==> src/aasq_pkg.sv <==
// Package for the autoscan converter sequencer: offsets, fields, timing.
// Assumes a 200 MHz system clock and an AHB-Lite register bus.
package aasq_pkg;
  // ==========================================================
  // Register map: word indices, byte address is four times the index
  localparam logic [7:0] CTL_LO = 8'h00;
  localparam logic [7:0] CTL_HI = 8'h0E;
  localparam logic [7:0] RAM_LO = 8'h10;
  localparam logic [7:0] RAM_HI = 8'h4E;
  localparam int RAM_WORDS = 32;
  localparam int RES_W = 16;
  // ==========================================================
  // Control fields of control_status_word
  localparam int B_SCAN_EN = 0;
  localparam int B_SIZE8 = 1;
  localparam int B_FMT = 2;
  localparam int B_LED = 3;
  localparam int B_SWRST = 4;
  localparam int B_REPEAT = 5;
  localparam int B_SEL_LO = 8;
  localparam int SEL_W = 4;
  // Status fields
  localparam int B_CAL_BUSY = 16;
  localparam int B_CUR_LO = 20;
  localparam logic [15:0] CTL_RESET = 16'h0000;
  // ==========================================================
  // Timing
  localparam real CLK_NS = 5.0;
  localparam real SLOT_NS = 10050.0;
  localparam int SLOT_CYC = int'(SLOT_NS / CLK_NS);
  localparam real CAL_MS = 41.0;
  localparam int CAL_CYC = int'(CAL_MS * 1.0e6 / CLK_NS);
  localparam real HOLD_NS = 100.0;
  localparam int HOLD_CYC = int'(HOLD_NS / CLK_NS);
  typedef enum logic [2:0] {
    ST_CAL = 3'b001,
    ST_IDLE = 3'b010,
    ST_RUN = 3'b100
  } aasq_state_t;
endpackage

==> src/aasq_top.sv <==
// Autoscan converter sequencer: control word, slot timer, mux steering,
// converter strobes and 32-word result store behind an AHB-Lite slave.
// Assumes converter data inputs arrive asynchronously and are synchronised.
`timescale 1ns/1ps
// How it works
// - Scan channels in turn every 10.05 us
// - Scan size selects sixteen or eight channels
// - Roughly 41 ms calibration after any reset
// - Reset clears control word, scanning off
// - Store each 16-bit result at channel word
// - Host reads never disturb scan timing
// - Repeat mode converts one chosen channel
// - Hold, then advance mux during conversion
// - Store each result in the last cycle of its slot
// - Format select, fail indicator, software reset bits
// - Thirty-two 16-bit host accessible words
// - Lower sixteen words hold channel results
// - Control word at first eight even offsets
module aasq_top #(
  parameter int CAL_CYCLES = aasq_pkg::CAL_CYC,
  parameter int SLOT_CYCLES = aasq_pkg::SLOT_CYC
) (
  // Clock and reset
  input wire logic clk,
  input wire logic nrst,
  // AHB-Lite slave
  input wire logic hsel,
  input wire logic [31:0] haddr,
  input wire logic [1:0] htrans,
  input wire logic hwrite,
  input wire logic [2:0] hsize,
  input wire logic [31:0] hwdata,
  input wire logic hready,
  output logic [31:0] hrdata,
  output logic hreadyout,
  output logic hresp,
  // Converter and front end
  output logic [3:0] mux_sel,
  output logic adc_hold,
  output logic adc_convert,
  output logic adc_cal_start,
  input wire logic [15:0] adc_data,
  output logic fmt_twos,
  output logic fail_led
);
  localparam int CW = $clog2(CAL_CYCLES + 1);
  localparam int SW = $clog2(SLOT_CYCLES + 1);

  // ==========================================================
  // Synchroniser for converter data
  logic [15:0] adc_s1_q, adc_s2_q;
  always_ff @(posedge clk) begin
    adc_s1_q <= adc_data;
    adc_s2_q <= adc_s1_q;
  end

  // ==========================================================
  // Bus address phase capture
  // Offsets are word indices: byte address bits 9:2 pick the register,
  // bits above 9 are not decoded, so the map repeats every 1 KiB
  logic ap_valid_d, ap_valid_q, ap_write_d, ap_write_q;
  logic [7:0] ap_addr_d, ap_addr_q;
  always_comb begin
    ap_valid_d = hsel && hready && htrans[1];
    ap_write_d = hwrite;
    ap_addr_d = haddr[9:2];
  end
  always_ff @(posedge clk) begin
    if (!nrst) begin
      ap_valid_q <= 1'b0;
      ap_write_q <= 1'b0;
      ap_addr_q <= 8'h00;
    end else begin
      ap_valid_q <= ap_valid_d;
      ap_write_q <= ap_write_d;
      ap_addr_q <= ap_addr_d;
    end
  end
  logic hit_ctl, hit_ram, wr_ctl, wr_ram;
  always_comb begin
    hit_ctl = ap_addr_q <= aasq_pkg::CTL_HI && !ap_addr_q[0];
    hit_ram = ap_addr_q >= aasq_pkg::RAM_LO && ap_addr_q <= aasq_pkg::RAM_HI
      && !ap_addr_q[0];
    wr_ctl = ap_valid_q && ap_write_q && hit_ctl;
    wr_ram = ap_valid_q && ap_write_q && hit_ram;
  end
  // Word index: even register offsets from 0x10, halved
  logic [4:0] ram_idx;
  always_comb begin
    ram_idx = 5'(({24'h00_0000, ap_addr_q} - 32'(aasq_pkg::RAM_LO)) >> 1);
  end

  // ==========================================================
  // Control word
  logic [15:0] ctl_d, ctl_q;
  logic soft_rst;
  always_comb begin
    ctl_d = ctl_q;
    if (wr_ctl) begin
      ctl_d = hwdata[15:0];
    end
    // Software reset clears the whole control word, not even its own bit survives
    soft_rst = wr_ctl && hwdata[aasq_pkg::B_SWRST];
    if (soft_rst) begin
      ctl_d = aasq_pkg::CTL_RESET;
    end
  end
  always_ff @(posedge clk) begin
    if (!nrst) begin
      ctl_q <= aasq_pkg::CTL_RESET;
    end else begin
      ctl_q <= ctl_d;
    end
  end
  logic scan_en, size8, repeat_en;
  logic [3:0] repeat_ch;
  always_comb begin
    scan_en = ctl_q[aasq_pkg::B_SCAN_EN];
    size8 = ctl_q[aasq_pkg::B_SIZE8];
    repeat_en = ctl_q[aasq_pkg::B_REPEAT];
    repeat_ch = ctl_q[aasq_pkg::B_SEL_LO +: aasq_pkg::SEL_W];
  end

  // ==========================================================
  // Sequencer
  aasq_pkg::aasq_state_t st_d, st_q;
  logic [CW-1:0] cal_d, cal_q;
  logic [SW-1:0] slot_d, slot_q;
  logic [3:0] ch_d, ch_q, prev_d, prev_q;
  logic pend_d, pend_q, store;
  logic slot_end;
  always_comb begin
    st_d = st_q;
    cal_d = cal_q;
    slot_d = slot_q;
    ch_d = ch_q;
    prev_d = prev_q;
    pend_d = pend_q;
    store = 1'b0;
    slot_end = slot_q == SW'(SLOT_CYCLES - 1);
    case (st_q)
      aasq_pkg::ST_CAL: begin
        // Requests wait here until the converter is calibrated
        if (cal_q == CW'(CAL_CYCLES - 1)) begin
          st_d = aasq_pkg::ST_IDLE;
        end else begin
          cal_d = cal_q + CW'(1);
        end
      end
      aasq_pkg::ST_IDLE: begin
        // Mux preset here so the first slot samples a settled input
        slot_d = '0;
        pend_d = 1'b0;
        ch_d = repeat_en ? repeat_ch : 4'h0;
        if (scan_en || repeat_en) begin
          st_d = aasq_pkg::ST_RUN;
        end
      end
      aasq_pkg::ST_RUN: begin
        slot_d = slot_end ? '0 : slot_q + SW'(1);
        if (slot_end) begin
          // Result of the channel converted in this slot lands in its last cycle, before the next convert
          store = pend_q;
          prev_d = ch_q;
          pend_d = 1'b1;
          if (repeat_en) begin
            ch_d = repeat_ch;
          end else if ((size8 && ch_q == 4'h7) || ch_q == 4'hF) begin
            ch_d = 4'h0;
          end else begin
            ch_d = ch_q + 4'h1;
          end
        end
        // Stop only at a slot boundary so a started conversion is never cut
        if (slot_end && !scan_en && !repeat_en) begin
          st_d = aasq_pkg::ST_IDLE;
        end
      end
      default: st_d = aasq_pkg::ST_CAL;
    endcase
  end
  always_ff @(posedge clk) begin
    if (!nrst || soft_rst) begin
      st_q <= aasq_pkg::ST_CAL;
      cal_q <= '0;
      slot_q <= '0;
      ch_q <= 4'h0;
      prev_q <= 4'h0;
      pend_q <= 1'b0;
    end else begin
      st_q <= st_d;
      cal_q <= cal_d;
      slot_q <= slot_d;
      ch_q <= ch_d;
      prev_q <= prev_d;
      pend_q <= pend_d;
    end
  end

  // ==========================================================
  // Converter strobes: hold at slot start, then mux advances
  logic hold_d, hold_q, conv_d, conv_q, calp_d, calp_q;
  logic [3:0] mux_d, mux_q;
  always_comb begin
    hold_d = st_q == aasq_pkg::ST_RUN && slot_q < SW'(aasq_pkg::HOLD_CYC);
    conv_d = st_q == aasq_pkg::ST_RUN && slot_q == '0;
    // Mux moves to next channel once hold has taken the sample
    mux_d = (st_q == aasq_pkg::ST_RUN && slot_q == SW'(aasq_pkg::HOLD_CYC))
      ? ch_d : mux_q;
    if (st_q == aasq_pkg::ST_IDLE) begin
      mux_d = ch_d;
    end
    calp_d = st_q == aasq_pkg::ST_CAL && cal_q == '0;
  end
  always_ff @(posedge clk) begin
    if (!nrst) begin
      hold_q <= 1'b0;
      conv_q <= 1'b0;
      mux_q <= 4'h0;
      calp_q <= 1'b0;
    end else begin
      hold_q <= hold_d;
      conv_q <= conv_d;
      mux_q <= mux_d;
      calp_q <= calp_d;
    end
  end

  // ==========================================================
  // Result store: one write port shared by sequencer and host
  // A finished result must land on time, so it wins a clash and the
  // host write of that cycle is lost; host tests run with scanning off
  logic [15:0] ram_q [aasq_pkg::RAM_WORDS];
  logic ram_we;
  logic [4:0] ram_wa;
  logic [15:0] ram_wd;
  always_comb begin
    ram_we = store || wr_ram;
    ram_wa = ram_idx;
    ram_wd = hwdata[15:0];
    if (store) begin
      ram_wa = {1'b0, prev_q};
      ram_wd = adc_s2_q;
    end
  end
  always_ff @(posedge clk) begin
    if (ram_we) begin
      ram_q[ram_wa] <= ram_wd;
    end
  end

  // ==========================================================
  // Read data: store reads never stall the sequencer
  // Looked up in the address phase so hrdata stands for the data phase
  logic [7:0] rd_idx;
  logic rd_ctl, rd_ram;
  logic [4:0] rd_word;
  logic [31:0] status_w, rd_d, rd_q;
  always_comb begin
    rd_idx = haddr[9:2];
    // Odd indices and the reserved range read as zero
    rd_ctl = rd_idx <= aasq_pkg::CTL_HI && !rd_idx[0];
    rd_ram = rd_idx >= aasq_pkg::RAM_LO && rd_idx <= aasq_pkg::RAM_HI && !rd_idx[0];
    rd_word = 5'((rd_idx - aasq_pkg::RAM_LO) >> 1);
    status_w = 32'h0000_0000;
    status_w[15:0] = ctl_q;
    status_w[aasq_pkg::B_CAL_BUSY] = st_q == aasq_pkg::ST_CAL;
    status_w[aasq_pkg::B_CUR_LO +: 4] = ch_q;
    rd_d = 32'h0000_0000;
    if (ap_valid_d && !hwrite) begin
      if (rd_ctl) begin
        rd_d = status_w;
      end else if (rd_ram) begin
        rd_d = {16'h0000, ram_q[rd_word]};
      end
    end
  end
  always_ff @(posedge clk) begin
    if (!nrst) begin
      rd_q <= 32'h0000_0000;
    end else begin
      rd_q <= rd_d;
    end
  end

  // ==========================================================
  // Outputs
  always_comb begin
    hrdata = rd_q;
    hreadyout = 1'b1;
    hresp = 1'b0;
    mux_sel = mux_q;
    adc_hold = hold_q;
    adc_convert = conv_q;
    adc_cal_start = calp_q;
    fmt_twos = ctl_q[aasq_pkg::B_FMT];
    fail_led = ctl_q[aasq_pkg::B_LED];
  end
endmodule

==> config.mk <==
export PLATFORM = sky130hd
export DESIGN_NAME = aasq_top
export DESIGN_NICKNAME = d
export VERILOG_FILES = /design/src/aasq_pkg.sv /design/src/aasq_top.sv
export SDC_FILE = /design/constraint.sdc
export NUM_CORES = 1
export LEC_CHECK = 0
export ABC_AREA = 1
export ABC_CLOCK_PERIOD_IN_PS = 5950
export BUFFER_PORTS_ARGS = -buffer_cell sky130_fd_sc_hd__buf_2
export CAP_MARGIN = 20
export CORE_UTILIZATION = 30
export DETAILED_ROUTE_END_ITERATION = 16
export GPL_TIMING_DRIVEN = 0
export MAX_ROUTING_LAYER = met4
export PLACE_DENSITY_LB_ADDON = 0.25
export SYNTH_ARGS = -nofsm -noshare
export SYNTH_HDL_FRONTEND = slang
export SYNTH_SLANG_ARGS = --single-unit
==> constraint.sdc <==
create_clock -name clk -period 5.95 [get_ports clk]
set_input_delay 1.4875 -clock clk [delete_from_list [all_inputs] [get_ports clk]]
set_output_delay 1.4875 -clock clk [all_outputs]
set_load 0.005 [all_outputs]
==> flow_summary.toml <==
[min_path]
hold_path_class = "register to register"

[detailed_routing]
drtAntennaViolNets = 0
drc_errors = 0
wire_per_inst_um = 22.9
via_count = 19507
dr.pass1.iters = 7
route.met2.wl_um = 41300
via_per_inst = 4.96
finalWirelength_um = 90100
dr.max_layer_used = "met4"
drt_iter0_drc = 2033
met3WireLength_um = 5900
wl_met1_um = 39200

[synth]
synth_xor_area_share_pct = 0.627
synth_top_cells_by_area = "edfxtp_1, nand2_1, dfxtp_1"
synth_warnings = 0
ys_ff_latch = 644
synth-adder-area-share_pct = 0.471
syn-cell-area_um2 = 26500
post_synth.cell_area_avg_um2 = 10.5
synth_compound_area_share_pct = 2.64
synthMuxAreaShare_pct = 0
yosysTopAreaCell = "edfxtp_1"
synth_cell_types = 42
syn_inst = 2525
yosysSeqAreaShare_pct = 67.9
async_flop_share_pct = 0
ys.flop_type = "edfxtp_1"
synth_enable_flop_cells = 512
synth_top_family_by_area = "simple AND/OR/NAND/NOR gates"
yosysTopAreaCellShare_pct = 57.9
synth-simple-area-share_pct = 24.1

[clocking]
hold_buffers = 0
clk_pin_slew_worst_paths_ns = 0.06
cts.htree.levels = 3
cts_buffer_depth = 3
clock_latency_ns = 0.62
post_cts_buffers = 0
cts_resized = 0
root_buffer = "clkbuf_16"
numCtsBuffers = 68
cts_tree = "yes"
cts.sinks = 644

[die]
rows = 108
core_area_um2 = 87200
io_pins = 133
dieArea_um2 = 89700
die_w_um = 299
start_util_pct = 30.5
die_h_um = 299

[timing]
fin_skew_ns = 0.0281
drv_slew = 0
tightest_slew_ns = 1.04
fin_ws_ns = 2.19
setup_viol = 0
final.period_utilization_pct = 63.2
period_minus_slack_ns = 3.76
rsz0062_at_grt = "no"
clock.fmax_mhz = 266
relSlewSlack_pct = 30.9
final-hold-violation-count = 0

[power]
combPwrFrac_pct = 6.7
power.density_nw_per_um2 = 313
swShare_pct = 23.2
p_leak_nw = 11.6
clkPwrFrac_pct = 44.0
p_seq_share_pct = 49.4
vdd_ir_drop_max_uv = 196
p_int_mw = 7.61
switchingPower_mw = 2.30

[place]
dp_hpwl_um = 64600
place.gp.congestion = 1.05
portBuffers = 73
place_ws_ns = 1.62
place_area_um2 = 29400

[cells_and_area]
drive_above_1_share_pct = 14.5
utilization_pct = 36.4
nets = 2823
fillCellCount = 8610
antennaDiodeCount = 0
multi_input_area_um2 = 7540
syn2layout_area_growth_pct = 19.4
seqCellArea_um2 = 18000
stdcell_area_um2 = 31700

[global_route]
grt_pass1_vias = 18367
overflow = 0
antenna_found_initial = 0
globalRouteTotalUtil_pct = 20.5
grt_pass1_wl_um = 129000
grt_max_degree = 33

[setup_path]
worst-setup-path-type = "primary input to register"
crit_chain = "buf_2, clkinv_1, clkbuf_1, ha_1, buf_1, a21oi_1, o21ai_0"
reg2regPathDepth = 10
endpoint_kind = "register"
critPathRequiredTime_ns = 6.38
crit_arrival_ns = 4.19
cp-endpoint = "hrdata[4]"
cp_slowest_cell = "o21ai_0"
cp-start-kind = "primary input"
max_stage_delay_ns = 0.54
startpoint = "haddr[6]"
regToRegStartpoint = "slot_q[0]"
rrSetupSlack_ns = 2.74
rr_endpoint = "ram_q[23][0]"
worstPathMaxFanout = 11

[run_status]
status = "finished clean"

[flow_run]
maxCapViolCount = 0
-- final cells by class --
type	instances	share of cell area, %
Tap cell	1155	4.56
Sequential cell	644	56.9
Buffer	145	2.36
Timing Repair Buffer	117	4.08
Clock inverter	43	1.44
Clock buffer	79	5.67
Multi-Input combinational cell	1644	23.8
Inverter	103	1.22
-- placed cells by master, fill, tap and decap left out, types with 15 or more instances in the layout --
cell type,count
nand2_2,16
buf_2,145
buf_8,21
buf_16,20
nand3_1,476
a21oi_1,68
xor2_1,15
o21ai_0,28
nor2_1,90
clkinv_2,20
clkbuf_16,70
dfxtp_1,132
nand4_1,20
edfxtp_1,512
buf_1,19
clkbuf_1,39
buf_4,16
inv_1,93
nor2_2,35
nand2_1,809
-- synth_stat cells, types with 19 or more instances --
master	number
a21oi_1	68
buf_1	19
buf_2	72
clkbuf_1	31
dfxtp_1	132
edfxtp_1	512
inv_1	93
nand2_1	817
nand3_1	476
nand4_1	20
nor2_1	122
o21ai_0	29
-- state kept, by name, indices dropped and copies added (netlist names), 4 cells and up --
register   cells
ram_q        512
cal_q         23
hrdata        21
adc_s1_q      16
adc_s2_q      16
ctl_q         16
slot_q        11
ap_addr_q      8
ch_q           4
mux_sel        4
prev_q         4
-- worst max-delay path: cells and delay by family --
kind | cells | cell delay, ns
buffers and inverters | 4 | 1.54
AO/OA/AOI/OAI | 2 | 0.62
adder cells (fa/ha/maj) | 1 | 0.53
-- how the worst min path moves through the flow --
stage                start           to  cells after the start
2_1_floorplan  adc_s1_q[0]  adc_s2_q[0]                      0
3_3_place_gp   adc_s1_q[6]  adc_s2_q[6]                      0
3_5_place_dp   adc_s1_q[0]  adc_s2_q[0]                      0
4_1_cts        adc_s1_q[4]  adc_s2_q[4]                      0
5_1_grt        adc_s1_q[7]  adc_s2_q[7]                      0
6_report       adc_s1_q[7]  adc_s2_q[7]                      0
-- per-stage QoR --
step | hold slack [ns] | instances | TNS [ns] | power, mW
after floorplan | 0.310 | 2536 | 0 | 5.33
after global placement | 0.316 | 3764 | -19.85 | 5.61
after detailed placement | 0.312 | 3807 | 0 | 5.64
after CTS | 0.325 | 3929 | 0 | 9.96
after global routing | 0.329 | 3930 | 0 | 10.2
final | 0.322 | 3930 | 0 | 9.91
-- cell families (layout without fill, tap and decap cells) --
group	count (synthesis)	after routing
xor+xnor	19	19
simple gates	1478	1478
other cells	2	13
flops	644	644
fa+ha+maj	10	10
compound gates	124	124
buf+inv	248	487
-- power by group through the flow --
stage	clock network (mW)	logic [mW]	registers, mW
after CTS	4.42	0.653	4.89
after floorplan	0	0.341	4.98
after detailed placement	0	0.651	4.99
final	4.36	0.662	4.89
after global placement	0	0.615	5.00
after global routing	4.58	0.706	4.89
-- per-layer routing --
| layer | up-vias | global-route usage, % |
|---|---|---|
| met5 | - | - |
| met4 | 0 | 8.59 |
| met3 | 154 | 3.23 |
| met2 | 722 | 31.3 |
| met1 | 9604 | 27.0 |
| li1 | 9027 | - |
Power figures use the tool's default switching activity.
